==> config.mk <==
export PLATFORM = sky130hd
export DESIGN_NAME = adc_fn_cmd
export DESIGN_NICKNAME = d
export VERILOG_FILES = /design/src/logic/adc_fn_pkg.sv /design/src/logic/adc_fn_cmd.sv /design/src/logic/byte_buffer.sv
export SDC_FILE = /design/constraint.sdc
export NUM_CORES = 1
export LEC_CHECK = 0
export BUFFER_PORTS_ARGS = -buffer_cell sky130_fd_sc_hd__buf_2
export CAP_MARGIN = 10
export CORE_ASPECT_RATIO = 1.5
export CORE_MARGIN = 3
export CORE_UTILIZATION = 40
export CTS_CLUSTER_DIAMETER = 80
export CTS_CLUSTER_SIZE = 28
export DETAILED_ROUTE_END_ITERATION = 8
export PLACE_DENSITY_LB_ADDON = 0.08
export SETUP_SLACK_MARGIN = 0.2
export SYNTH_ARGS = -nofsm -noshare
export SYNTH_HDL_FRONTEND = slang
export SYNTH_HIERARCHICAL = 1
export SYNTH_SLANG_ARGS = --single-unit
==> constraint.sdc <==
create_clock -name i_clk -period 7.87 [get_ports i_clk]
set_input_delay 0.787 -clock i_clk [delete_from_list [all_inputs] [get_ports i_clk]]
set_output_delay 0.787 -clock i_clk [all_outputs]
set_load 0.03 [all_outputs]
==> src/logic/adc_fn_pkg.sv <==
// Constants and carrier types for the function-command layer of the quad ADC.
// Assumes a bit-level link layer that turns slots into whole bytes.
package adc_fn_pkg;
  localparam logic [7:0] CMD_READ_MEM = 8'haa;
  localparam logic [7:0] CMD_WRITE_MEM = 8'h55;
  localparam logic [7:0] CMD_CONVERT = 8'h3c;
  localparam int ADDR_W = 5;
  localparam logic [4:0] ADDR_LAST = 5'h1f;
  localparam logic [4:0] ADDR_CAL_CTRL = 5'h1c;
  localparam logic [4:0] ADDR_CTRL_FIRST = 5'h08;
  localparam logic [4:0] ADDR_ALARM_LAST = 5'h17;
  localparam logic [4:0] ADDR_CTRL_HI_A = 5'h09;
  localparam logic [4:0] ADDR_ALARM_LO_A = 5'h10;
  localparam logic [2:0] PAGE_LAST_OFS = 3'h7;
  localparam logic [7:0] VCC_KEEP_ACTIVE = 8'h40;
  localparam logic [7:0] RST_CTRL_LO = 8'h08;
  localparam logic [7:0] RST_CTRL_HI = 8'h8c;
  localparam logic [7:0] RST_ALARM_LO = 8'h00;
  localparam logic [7:0] RST_ALARM_HI = 8'hff;
  localparam logic [7:0] WMASK_CTRL_LO = 8'hcf;
  localparam logic [7:0] WMASK_CTRL_HI = 8'hbd;
  localparam int ALARM_HI_BIT = 5;
  localparam int ALARM_LO_BIT = 4;
  localparam logic [7:0] STATUS_BUSY = 8'h00;
  localparam logic [7:0] STATUS_DONE = 8'hff;
  localparam logic [15:0] CRC_POLY = 16'ha001;
  localparam int CLK_MHZ = 100;
  localparam int GUARD_US = 10;
  localparam int GUARD_CYC = GUARD_US * CLK_MHZ;
  localparam int BIT_US_MIN = 60;
  localparam int BIT_US_MAX = 80;
  localparam int BIT_CYC_DEF = BIT_US_MIN * CLK_MHZ;
  localparam int OFFSET_US_MAX = 160;
  localparam int OFFSET_CYC_DEF = OFFSET_US_MAX * CLK_MHZ;

  // Byte towards the link; crc_msb marks the last CRC byte of a convert
  typedef struct packed {
    logic crc_msb;
    logic [7:0] data;
  } tx_byte_t;

  // Byte from the link, valid held until the engine takes it with o_rx_ready
  typedef struct packed {
    logic valid;
    logic [7:0] data;
  } rx_byte_t;
endpackage

==> src/logic/adc_fn_cmd.sv <==
// Function-command engine: read memory, write memory and convert.
// Assumes the link layer delivers whole bytes and signals reset pulses.
`timescale 1ns/1ps
module adc_fn_cmd
  import adc_fn_pkg::*;
#(
  parameter int unsigned P_BIT_CYC = BIT_CYC_DEF,
  parameter int unsigned P_OFFSET_CYC = OFFSET_CYC_DEF
) (
  input wire logic i_clk,
  input wire logic i_rst_n,
  input wire logic i_bus_reset,
  input wire logic i_fast_speed_set,
  input wire logic i_fn_start,
  input wire rx_byte_t i_rx,
  output logic o_rx_ready,
  output logic o_tx_valid,
  input wire logic i_tx_ready,
  output tx_byte_t o_tx,
  input wire logic [3:0][15:0] i_ain_sample,
  output logic o_fast_speed_flag,
  output logic o_busy
);
  typedef enum logic [4:0] {
    S_IDLE = 5'h00, S_CMD = 5'h01, S_ALO = 5'h02, S_AHI = 5'h03,
    S_RD_DATA = 5'h04, S_RD_CRCL = 5'h05, S_RD_CRCH = 5'h06,
    S_WR_DATA = 5'h07, S_WR_CRCL = 5'h08, S_WR_CRCH = 5'h09,
    S_WR_RB = 5'h0a, S_CV_MASK = 5'h0b, S_CV_PRE = 5'h0c,
    S_CV_CRCL = 5'h0d, S_CV_CRCH = 5'h0e, S_CV_DRAIN = 5'h0f,
    S_CV_GUARD = 5'h10, S_CV_OFS = 5'h11, S_CV_SEL = 5'h12,
    S_CV_RUN = 5'h13, S_CV_STAT = 5'h14, S_HALT = 5'h15
  } state_t;

  typedef struct packed {
    state_t st;
    logic fast;
    logic [7:0] cmd;
    logic [4:0] addr;
    logic [15:0] crc;
    logic [7:0] mask;
    logic [7:0] pre;
    logic [1:0] ch;
    logic [31:0] tmr;
    logic [31:0][7:0] mem;
  } core_t;

  core_t r_ff;
  core_t nxt_r;
  logic push_v;
  tx_byte_t push_d;
  logic buf_ready;
  logic buf_empty;
  logic rx_take;
  logic tx_take;
  logic crc_sent;

  // LSB-first CRC16 over one byte
  function automatic logic [15:0] crc_byte(input logic [15:0] c, input logic [7:0] b);
    logic [15:0] x;
    x = c;
    for (int i = 0; i < 8; i++) begin
      if (x[0] ^ b[i]) begin
        x = (x >> 1) ^ CRC_POLY;
      end else begin
        x = x >> 1;
      end
    end
    return x;
  endfunction

  // Result bits for a resolution code
  function automatic logic [4:0] res_bits(input logic [3:0] code);
    return (code == 4'h0) ? 5'h10 : {1'b0, code};
  endfunction

  // Keeps the top bits that a conversion of this resolution produces
  function automatic logic [15:0] res_mask(input logic [3:0] code);
    return 16'hffff << (5'h10 - res_bits(code));
  endfunction

  // Writable bits per address; zero means the location ignores writes
  function automatic logic [7:0] wr_mask(input logic [4:0] a);
    logic [7:0] m;
    m = 8'h00;
    if (a >= ADDR_CTRL_FIRST && a < ADDR_ALARM_LO_A) begin
      m = a[0] ? WMASK_CTRL_HI : WMASK_CTRL_LO;
    end else if (a >= ADDR_ALARM_LO_A && a <= ADDR_ALARM_LAST) begin
      m = 8'hff;
    end else if (a == ADDR_CAL_CTRL) begin
      m = 8'hff;
    end
    return m;
  endfunction

  // Power-up contents of the register pages
  function automatic core_t reset_core();
    core_t c;
    c = '0;
    c.st = S_IDLE;
    for (int k = 0; k < 4; k++) begin
      c.mem[8 + 2 * k] = RST_CTRL_LO;
      c.mem[9 + 2 * k] = RST_CTRL_HI;
      c.mem[16 + 2 * k] = RST_ALARM_LO;
      c.mem[17 + 2 * k] = RST_ALARM_HI;
    end
    return c;
  endfunction

  // Bytes out go through the buffer so a slow link loses none
  byte_buffer #(
    .WIDTH($bits(tx_byte_t)),
    .DEPTH(2)
  ) u_tx_buf (
    .i_clk(i_clk),
    .i_rst_n(i_rst_n),
    .i_flush(i_bus_reset),
    .i_valid(push_v),
    .o_ready(buf_ready),
    .i_data(push_d),
    .o_valid(o_tx_valid),
    .i_ready(i_tx_ready),
    .o_data(o_tx),
    .o_empty(buf_empty)
  );

  assign tx_take = push_v && buf_ready;
  assign crc_sent = o_tx_valid && i_tx_ready && o_tx.crc_msb;
  assign rx_take = i_rx.valid && o_rx_ready;
  assign o_fast_speed_flag = r_ff.fast;

  // Bytes are only taken in the states that expect one
  always_comb begin
    unique case (r_ff.st)
      S_CMD, S_ALO, S_AHI, S_WR_DATA, S_CV_MASK, S_CV_PRE: o_rx_ready = 1'b1;
      default: o_rx_ready = 1'b0;
    endcase
  end

  assign o_busy = (r_ff.st >= S_CV_DRAIN) && (r_ff.st <= S_CV_RUN);

  // Command sequencing, memory and conversion control
  always_comb begin
    logic [4:0] lo_i;
    logic [4:0] st_i;
    logic [3:0] code;
    logic [15:0] res;
    logic [7:0] m;
    logic [15:0] rm;
    lo_i = {2'h0, r_ff.ch, 1'b0};
    st_i = ADDR_CTRL_HI_A + {2'h0, r_ff.ch, 1'b0};
    code = r_ff.mem[lo_i + ADDR_CTRL_FIRST][3:0];
    // Mask held in a variable; a select straight on a call result is not portable
    rm = res_mask(code);
    res = i_ain_sample[r_ff.ch] & rm;
    m = rm[15:8];
    nxt_r = r_ff;
    push_v = 1'b0;
    push_d = '0;
    if (i_bus_reset) begin
      nxt_r.st = S_IDLE;
      nxt_r.fast = 1'b0;
    end else begin
      if (i_fast_speed_set) begin
        nxt_r.fast = 1'b1;
      end
      unique case (r_ff.st)
        S_IDLE: begin
          if (i_fn_start) begin
            nxt_r.st = S_CMD;
          end
        end
        S_CMD: begin
          if (rx_take) begin
            nxt_r.cmd = i_rx.data;
            nxt_r.crc = crc_byte(16'h0000, i_rx.data);
            if (i_rx.data == CMD_READ_MEM || i_rx.data == CMD_WRITE_MEM) begin
              nxt_r.st = S_ALO;
            end else if (i_rx.data == CMD_CONVERT) begin
              nxt_r.st = S_CV_MASK;
            end else begin
              nxt_r.st = S_HALT;
            end
          end
        end
        S_ALO: begin
          if (rx_take) begin
            nxt_r.addr = i_rx.data[4:0];
            nxt_r.crc = crc_byte(r_ff.crc, {3'h0, i_rx.data[4:0]});
            nxt_r.st = S_AHI;
          end
        end
        S_AHI: begin
          if (rx_take) begin
            nxt_r.crc = crc_byte(r_ff.crc, 8'h00);
            nxt_r.st = (r_ff.cmd == CMD_READ_MEM) ? S_RD_DATA : S_WR_DATA;
          end
        end
        S_RD_DATA: begin
          push_v = 1'b1;
          push_d.data = r_ff.mem[r_ff.addr];
          if (tx_take) begin
            nxt_r.crc = crc_byte(r_ff.crc, r_ff.mem[r_ff.addr]);
            if (r_ff.addr[2:0] == PAGE_LAST_OFS) begin
              nxt_r.st = S_RD_CRCL;
            end else begin
              nxt_r.addr = r_ff.addr + 5'h01;
            end
          end
        end
        S_RD_CRCL: begin
          push_v = 1'b1;
          push_d.data = r_ff.crc[7:0];
          if (tx_take) begin
            nxt_r.st = S_RD_CRCH;
          end
        end
        S_RD_CRCH: begin
          push_v = 1'b1;
          push_d.data = r_ff.crc[15:8];
          if (tx_take) begin
            if (r_ff.addr == ADDR_LAST) begin
              nxt_r.st = S_HALT;
            end else begin
              nxt_r.addr = r_ff.addr + 5'h01;
              nxt_r.crc = 16'h0000;
              nxt_r.st = S_RD_DATA;
            end
          end
        end
        S_WR_DATA: begin
          if (rx_take) begin
            nxt_r.pre = i_rx.data;
            nxt_r.crc = crc_byte(r_ff.crc, i_rx.data);
            nxt_r.st = S_WR_CRCL;
          end
        end
        S_WR_CRCL: begin
          push_v = 1'b1;
          push_d.data = r_ff.crc[7:0];
          if (tx_take) begin
            nxt_r.st = S_WR_CRCH;
          end
        end
        S_WR_CRCH: begin
          push_v = 1'b1;
          push_d.data = r_ff.crc[15:8];
          if (tx_take) begin
            // Store after the CRC; page 0 and calibration bytes other than ADDR_CAL_CTRL mask to nothing
            nxt_r.mem[r_ff.addr] = (r_ff.mem[r_ff.addr] & ~wr_mask(r_ff.addr))
                                 | (r_ff.pre & wr_mask(r_ff.addr));
            nxt_r.st = S_WR_RB;
          end
        end
        S_WR_RB: begin
          push_v = 1'b1;
          push_d.data = r_ff.mem[r_ff.addr];
          if (tx_take) begin
            if (r_ff.addr == ADDR_LAST) begin
              nxt_r.st = S_HALT;
            end else begin
              nxt_r.addr = r_ff.addr + 5'h01;
              nxt_r.crc = {11'h000, r_ff.addr + 5'h01};
              nxt_r.st = S_WR_DATA;
            end
          end
        end
        S_CV_MASK: begin
          if (rx_take) begin
            nxt_r.mask = i_rx.data;
            nxt_r.crc = crc_byte(r_ff.crc, i_rx.data);
            nxt_r.st = S_CV_PRE;
          end
        end
        S_CV_PRE: begin
          if (rx_take) begin
            nxt_r.pre = i_rx.data;
            nxt_r.crc = crc_byte(r_ff.crc, i_rx.data);
            nxt_r.st = S_CV_CRCL;
          end
        end
        S_CV_CRCL: begin
          push_v = 1'b1;
          push_d.data = r_ff.crc[7:0];
          if (tx_take) begin
            nxt_r.st = S_CV_CRCH;
          end
        end
        S_CV_CRCH: begin
          push_v = 1'b1;
          push_d.data = r_ff.crc[15:8];
          push_d.crc_msb = 1'b1;
          if (tx_take) begin
            nxt_r.st = S_CV_DRAIN;
          end
        end
        S_CV_DRAIN: begin
          // Guard time counts from the moment the link takes the CRC MSB
          if (crc_sent) begin
            nxt_r.tmr = '0;
            nxt_r.st = S_CV_GUARD;
          end
        end
        S_CV_GUARD: begin
          nxt_r.tmr = r_ff.tmr + 32'h1;
          if (r_ff.tmr == 32'(GUARD_CYC - 1)) begin
            for (int k = 0; k < 4; k++) begin
              if (r_ff.mask[k] && r_ff.pre[2*k +: 2] == 2'b01) begin
                nxt_r.mem[2*k] = 8'h00;
                nxt_r.mem[2*k + 1] = 8'h00;
              end else if (r_ff.mask[k] && r_ff.pre[2*k +: 2] == 2'b10) begin
                nxt_r.mem[2*k] = 8'hff;
                nxt_r.mem[2*k + 1] = 8'hff;
              end
            end
            nxt_r.tmr = '0;
            nxt_r.ch = 2'h0;
            // Analog kept active by the control byte skips the offset time
            if (r_ff.mem[ADDR_CAL_CTRL] == VCC_KEEP_ACTIVE) begin
              nxt_r.st = S_CV_SEL;
            end else begin
              nxt_r.st = S_CV_OFS;
            end
          end
        end
        S_CV_OFS: begin
          nxt_r.tmr = r_ff.tmr + 32'h1;
          if (r_ff.tmr == 32'(P_OFFSET_CYC - 1)) begin
            nxt_r.tmr = '0;
            nxt_r.st = S_CV_SEL;
          end
        end
        S_CV_SEL: begin
          nxt_r.tmr = '0;
          if (r_ff.mask[r_ff.ch]) begin
            nxt_r.st = S_CV_RUN;
          end else if (r_ff.ch == 2'h3) begin
            nxt_r.st = S_CV_STAT;
          end else begin
            nxt_r.ch = r_ff.ch + 2'h1;
          end
        end
        S_CV_RUN: begin
          nxt_r.tmr = r_ff.tmr + 32'h1;
          if (r_ff.tmr == 32'(res_bits(code)) * 32'(P_BIT_CYC) - 32'h1) begin
            nxt_r.mem[lo_i] = res[7:0];
            nxt_r.mem[lo_i + 5'h01] = res[15:8];
            nxt_r.mem[st_i][ALARM_HI_BIT] = res[15:8] > (r_ff.mem[st_i + 5'h08] & m);
            nxt_r.mem[st_i][ALARM_LO_BIT] = res[15:8] < (r_ff.mem[st_i + 5'h07] & m);
            nxt_r.st = (r_ff.ch == 2'h3) ? S_CV_STAT : S_CV_SEL;
            nxt_r.ch = r_ff.ch + 2'h1;
          end
        end
        S_CV_STAT: begin
          // One status byte at a time so few stale bytes queue up
          push_v = buf_empty;
          push_d.data = STATUS_DONE;
        end
        S_HALT: begin
        end
        default: nxt_r.st = S_HALT;
      endcase
      if (r_ff.st >= S_CV_GUARD && r_ff.st <= S_CV_RUN) begin
        push_v = buf_empty;
        push_d.data = STATUS_BUSY;
      end
    end
  end

  always_ff @(posedge i_clk) begin
    if (!i_rst_n) begin
      r_ff <= reset_core();
    end else begin
      r_ff <= nxt_r;
    end
  end
endmodule

==> src/logic/byte_buffer.sv <==
// Small FIFO between the command engine and the link's transmit side.
// Assumes one clock and a synchronous active-low reset.
`timescale 1ns/1ps
module byte_buffer #(
  parameter int WIDTH = 9,
  parameter int DEPTH = 2
) (
  input wire logic i_clk,
  input wire logic i_rst_n,
  input wire logic i_flush,
  input wire logic i_valid,
  output logic o_ready,
  input wire logic [WIDTH-1:0] i_data,
  output logic o_valid,
  input wire logic i_ready,
  output logic [WIDTH-1:0] o_data,
  output logic o_empty
);
  localparam int AW = (DEPTH > 1) ? $clog2(DEPTH) : 1;

  typedef struct packed {
    logic [DEPTH-1:0][WIDTH-1:0] slot;
    logic [AW-1:0] wp;
    logic [AW-1:0] rp;
    logic [AW:0] cnt;
  } buf_t;

  buf_t r_ff;
  buf_t nxt_r;
  logic push;
  logic pop;

  // Handshakes straight from the fill count
  assign o_ready = (r_ff.cnt != (AW+1)'(DEPTH));
  assign o_valid = (r_ff.cnt != '0);
  assign o_empty = (r_ff.cnt == '0);
  assign o_data = r_ff.slot[r_ff.rp];
  assign push = i_valid && o_ready;
  assign pop = o_valid && i_ready;

  // Pointers wrap at DEPTH, which need not be a power of two
  always_comb begin
    nxt_r = r_ff;
    if (push) begin
      nxt_r.slot[r_ff.wp] = i_data;
      nxt_r.wp = (r_ff.wp == AW'(DEPTH-1)) ? '0 : r_ff.wp + 1'b1;
    end
    if (pop) begin
      nxt_r.rp = (r_ff.rp == AW'(DEPTH-1)) ? '0 : r_ff.rp + 1'b1;
    end
    nxt_r.cnt = r_ff.cnt + (AW+1)'(push) - (AW+1)'(pop);
    if (i_flush) begin
      nxt_r.wp = '0;
      nxt_r.rp = '0;
      nxt_r.cnt = '0;
    end
  end

  always_ff @(posedge i_clk) begin
    if (!i_rst_n) begin
      r_ff <= '0;
    end else begin
      r_ff <= nxt_r;
    end
  end
endmodule

Word level (Yosys, flattened, before mapping)
Index checks and enable logic that the tools add are counted.

storage, ports and cells
  register bits after elaboration = 363
  latch bits = 0
  memory bits (writable) = 0
  ROM bits = 0
  bits of input ports = 79
  output and inout bits = 13
  logic and storage cells = 625
  memories kept = 0

operators by class
  add/sub/neg operators = 14
  multiply operators = 1
  div/mod/pow operators = 0
  order comparisons = 25
  equal/unequal tests = 72
  shift operators = 1
  mux-type cells = 312
  bitwise gates (word level) = 101
  reductions and logical operators = 53

operators with widths
  kind                                                                   count
  16-bit two-way mux                                                     210
  256-bit bitwise mux                                                    5
  256-bit two-way mux                                                    2
  192-bit one-hot mux with 2 select lines                                1
  64-bit one-hot mux with 3 select lines                                 1
  8-bit binary-select mux with 5-bit select                              4
  8-bit demux with 5-bit select                                          4
  32-bit one-hot mux with 5 select lines                                 1
  2-bit inverter with 3-bit output                                       50
  5-bit two-way mux                                                      29
  16-bit one-hot mux with 9 select lines                                 1
  21-bit two-way mux                                                     6
  5-bit one-hot mux with 21 select lines                                 1
  8-bit two-way mux                                                      13
  32-bit two-way mux                                                     2
  64-bit two-way mux                                                     1
  1-bit XOR                                                              41
  5-bit by 4-bit equality test with 1-bit output, second input constant  8
  5-bit equality test, second input constant                             8
  9-bit two-way mux                                                      4
  2-bit inequality test, second input constant                           18
  34-bit two-way mux                                                     1
  32-bit by 1-bit adder with 32-bit output, second input constant        1
  8-bit bitwise AND                                                      4
  other kinds (84)                                                       163

Longest topological paths before layout
  depth in word-level cells = 43
  mapped depth = 26
  depth with buffers taken out = 24

Cells and area by module
The synthesis kept the hierarchy.

modules (own cells, without submodules)
  module       instances  cells each  area an instance (um2)  sequential area each (um2)
  adc_fn_cmd   1          2532        21951.1                 6746.5
  byte_buffer  1          103         1009.7                  440.4

Least setup slack after synthesis
No wires, ideal clock.

  path type = register to register
  from = register r_ff[288] (netlist name)
  to = register r_ff[108] (netlist name)
  library setup time = 0.095 ns
  arrival time = 6.158 ns
  data required time = 7.775 ns
  path slack = 1.616 ns
  cell stages (with the launch flop) = 25
  path buffers = 3
  period minus slack after synthesis = 6.254 ns
  cell sequence = dfxtp_1 > buf_2 > mux4_2 > inv_1 > ha_1 > and2_1 > o2bb2ai_1 > nand2_1 > nand2_1 > inv_1 > fa_1 > fa_1 > ha_1 > or4_1 > a21o_1 > a41oi_2 > xor2_1 > nand4_1 > mux2i_1 > or3_1 > and4b_1 > buf_2 > or2_1 > clkbuf_1 > a221oi_1

==> flow_summary.toml <==
[run_status]
status = "complete, no violations"

[critical_path]
r2r_start = "r_ff[288]$_SDFFE_PN0P_"
cp_num_buf_inv = 4
worstReg2RegEnd = "r_ff[9]$_SDFFE_PN0P_"
cp_slowest_cell = "mux4_2"
worstSetupEndpointType = "register"
max_stage_delay_ns = 0.66
start_kind = "register"
crit_chain = "mux4_2 > inv_1 > ha_1 > nand2b_1 > o2bb2ai_1 > nand2_1 > nand2_1 > inv_1 > fa_1 > fa_1 > ha_1 > or4_1 > a21o_1 > a2111oi_2 > o21bai_1 > o311a_1 > o31ai_1 > and4bb_1 > buf_4 > o211ai_1 > buf_4 > a22oi_1"
required_ns = 8.36
cp_max_fo = 18
worstRegToRegCells = 22
critical-path-top-delay-family = "compound AO/OA/AOI/OAI gates"
criticalPathCategory = "reg2reg"
critPathArrivalTime_ns = 7.67
ff2ff_setup_slack_ns = 0.69

[logic_synthesis]
yosysWarnings = 6
synth-seq-cells = 359
yosys.area_share.xor_xnor = 0.0371
synth_cells = 2635
yosys.area_share.simple = 0.180
ys_types = 102
synth_compound_area_frac = 0.206
synth_fa_ha_area_frac = 0.0457
syn_area_per_cell_sq_um = 8.71
synth.yosys.seq_area_share = 0.313
syn_area_sq_um = 23000
synth-async-reset-ratio = 0
muxShareOfSynthArea = 0.170
synth_edf_count = 0
synth_top_family_by_area = "compound AO/OA/AOI/OAI gates"
synth_ff_type = "dfxtp_1"

[cts]
clk_pin_slew_ns = 0.11
clock_path_buffers = 3
hold_buffers = 0
numCtsBuffers = 22
clock_latency_ns = 0.58
cts_num_sinks = 359
htreeDepth = 1
cts_root_buf = "clkbuf_16"
cts_tree = "built"

[drt]
drt_iter0_drc = 1577
vias_per_cell = 6.09
ant_nets = 0
drc = 0
dr.pass1.iters = 6
wl_per_cell_microns = 24.4
via_count = 20500
drt_wl_total_mm = 81.9

[layout]
final_common_cell = "dfxtp_1"
drive_gt1_frac = 0.134
syn2layout_area_growth_pct = 7.65
final_cell_mix = "354 x dfxtp_1, 347 x nor2_1, 290 x nand2_1, 135 x a21oi_1, 123 x mux2i_1"
fin_nets = 2748
fill_cells = 5631

[min_path]
hold_start = "i_fast_speed_set"
hold_end = "o_fast_speed_flag$_SDFFE_PP0P_"
whs_path_depth = 3
hold_path_class = "in2reg"

[die]
coreArea_sq_um = 56200
die_y_microns = 299
dieWidth_microns = 202
rows = 106
io_pins = 92
initial_core_util = 0.408
die_area_sq_um = 60400

[power]
ir_worst_vdd_mv = 0.169
p_per_area_nw_per_um2 = 155
p_leak_uw = 0.00909

[timing]
finalHoldViolCount = 0
whs_ns = 0.411
min_period_ns = 7.18
slew_viol_final = 0
tightest_slew_ns = 1.19
rsz0062_at_grt = "false"
fmax_ghz = 0.139
finClkSkew_ns = 0.0336
max_slew_margin = 0.208
setup_tns_ns = 0
setup_violations = 0
finalCritPeriodShare = 0.912

[place]
hpwl_mm = 59.0
placement.io_buffers = 91
place_congestion = 0.889

[global_route]
grt_pass1_wl_mm = 125
grt_max_degree = 101
first_global_vias = 19900
overflow = 0
grt_usage = 0.263
antenna_found_initial = 0

[flow_run]
maxCapViolCount = 0
[worst max path at each step]
stage	start	endpoint	slack [ns]	depth (start not counted)
after floorplan	r_ff[288]$_SDFFE_PN0P_	r_ff[108]$_SDFFE_PN0P_	1.62	24
after global placement	r_ff[288]$_SDFFE_PN0P_	r_ff[26]$_SDFFE_PN0P_	0.75	22
after detailed placement	r_ff[288]$_SDFFE_PN0P_	r_ff[58]$_SDFFE_PN0P_	0.52	22
after CTS	r_ff[288]$_SDFFE_PN0P_	r_ff[58]$_SDFFE_PN0P_	0.47	22
after global routing	r_ff[288]$_SDFFE_PN0P_	r_ff[9]$_SDFFE_PN0P_	0.19	22
final	r_ff[288]$_SDFFE_PN0P_	r_ff[9]$_SDFFE_PN0P_	0.69	22
[worst min-delay path: cells and delay by family]
kind,cells,cell delay [ns]
buf+inv,1,0.07
simple gates,2,0.09
[synthesized netlist by cell type (7+ instances only)]
| master | number | area share |
|---|---|---|
| o211ai_1 | 67 | 0.022 |
| o22a_1 | 33 | 0.013 |
| and2_1 | 18 | 0.0049 |
| a31oi_1 | 17 | 0.0046 |
| nor3_1 | 35 | 0.0076 |
| o21ai_1 | 8 | 0.0017 |
| and3_1 | 25 | 0.0068 |
| o31ai_1 | 7 | 0.0023 |
| a2bb2oi_1 | 32 | 0.012 |
| nor2b_1 | 17 | 0.0046 |
| nand2_1 | 290 | 0.047 |
| xnor2_1 | 54 | 0.021 |
| or3_1 | 15 | 0.0041 |
| o211a_1 | 11 | 0.0048 |
| a21o_1 | 12 | 0.0039 |
| nand4_1 | 22 | 0.0060 |
| o22ai_1 | 46 | 0.013 |
| ha_1 | 71 | 0.039 |
| nor4_1 | 15 | 0.0041 |
| mux4_2 | 99 | 0.097 |
| nand3_1 | 61 | 0.013 |
| mux2_2 | 23 | 0.011 |
| a22oi_1 | 56 | 0.018 |
| nand2b_1 | 23 | 0.0063 |
| or2_2 | 9 | 0.0025 |
| o21a_1 | 9 | 0.0029 |
| o21ai_0 | 63 | 0.014 |
| nor2_1 | 347 | 0.057 |
| buf_2 | 20 | 0.0044 |
| inv_1 | 49 | 0.0080 |
| dfxtp_1 | 359 | 0.31 |
| buf_1 | 26 | 0.0043 |
| buf_6 | 8 | 0.0039 |
| buf_4 | 8 | 0.0026 |
| fa_1 | 8 | 0.0070 |
| xor2_1 | 38 | 0.014 |
| a211oi_1 | 95 | 0.031 |
| clkbuf_1 | 136 | 0.022 |
| a21oi_1 | 135 | 0.029 |
| mux2i_1 | 131 | 0.057 |
[power breakdown]
part	switching [uW]	leakage, uW	internal (uW)
Clock	778	0.000384	615
Sequential	28.6	0.00290	1830
Combinational	367	0.00581	201
[stage by stage]
stage | utilization | setup WS, ns | area (sq um) | total power (uW) | cells
final | 0.440 | 0.692 | 24700 | 3820 | 3361
after global routing | 0.439 | 0.194 | 24700 | 3960 | 3360
after CTS | 0.438 | 0.466 | 24700 | 3860 | 3356
after detailed placement | 0.424 | 0.522 | 23900 | 2460 | 3318
after global placement | 0.424 | 0.749 | 23900 | 2460 | 3318
after floorplan | - | 1.62 | 23000 | 2280 | 2637
[layer usage]
metal / global-route usage / vias to the layer above / wire, microns
met2: 0.477 / 701 / 41600
li1: - / 9617 / -
met5: 0 / - / 0
met1: 0.320 / 10000 / 32600
met3: 0.0265 / 157 / 4090
met4: 0.102 / 0 / 3660
[cells by family after synthesis]
family,after synthesis
compound gates,672
flops,359
xor+xnor,94
buf+inv,253
other cells,2
mux,257
simple gates,919
fa+ha+maj,79
[layout make-up]
class                   instances  area [sq um]  share of cell area
diodes                          1          2.50            0.000101
clock buffers                  24           579              0.0234
clock inverters                14           210             0.00850
inverters                      53           204             0.00825
multi-input cells            2025         14800               0.600
flip-flops and latches        359          7200               0.291
well taps                     756           946              0.0383
repair buffers                129           743              0.0301
[flip-flops by register name, summed over array words and instances, names as in the netlist]
signal	count
r_ff	336
o_fast_speed_flag	1
u_tx_buf/r_ff	22
[repair_timing]
action	4_1_cts	5_1_grt
gates resized for setup	0	5
setup buffers	0	4
setup endpoints to repair	0	71
(Power assumes the default switching activity.)
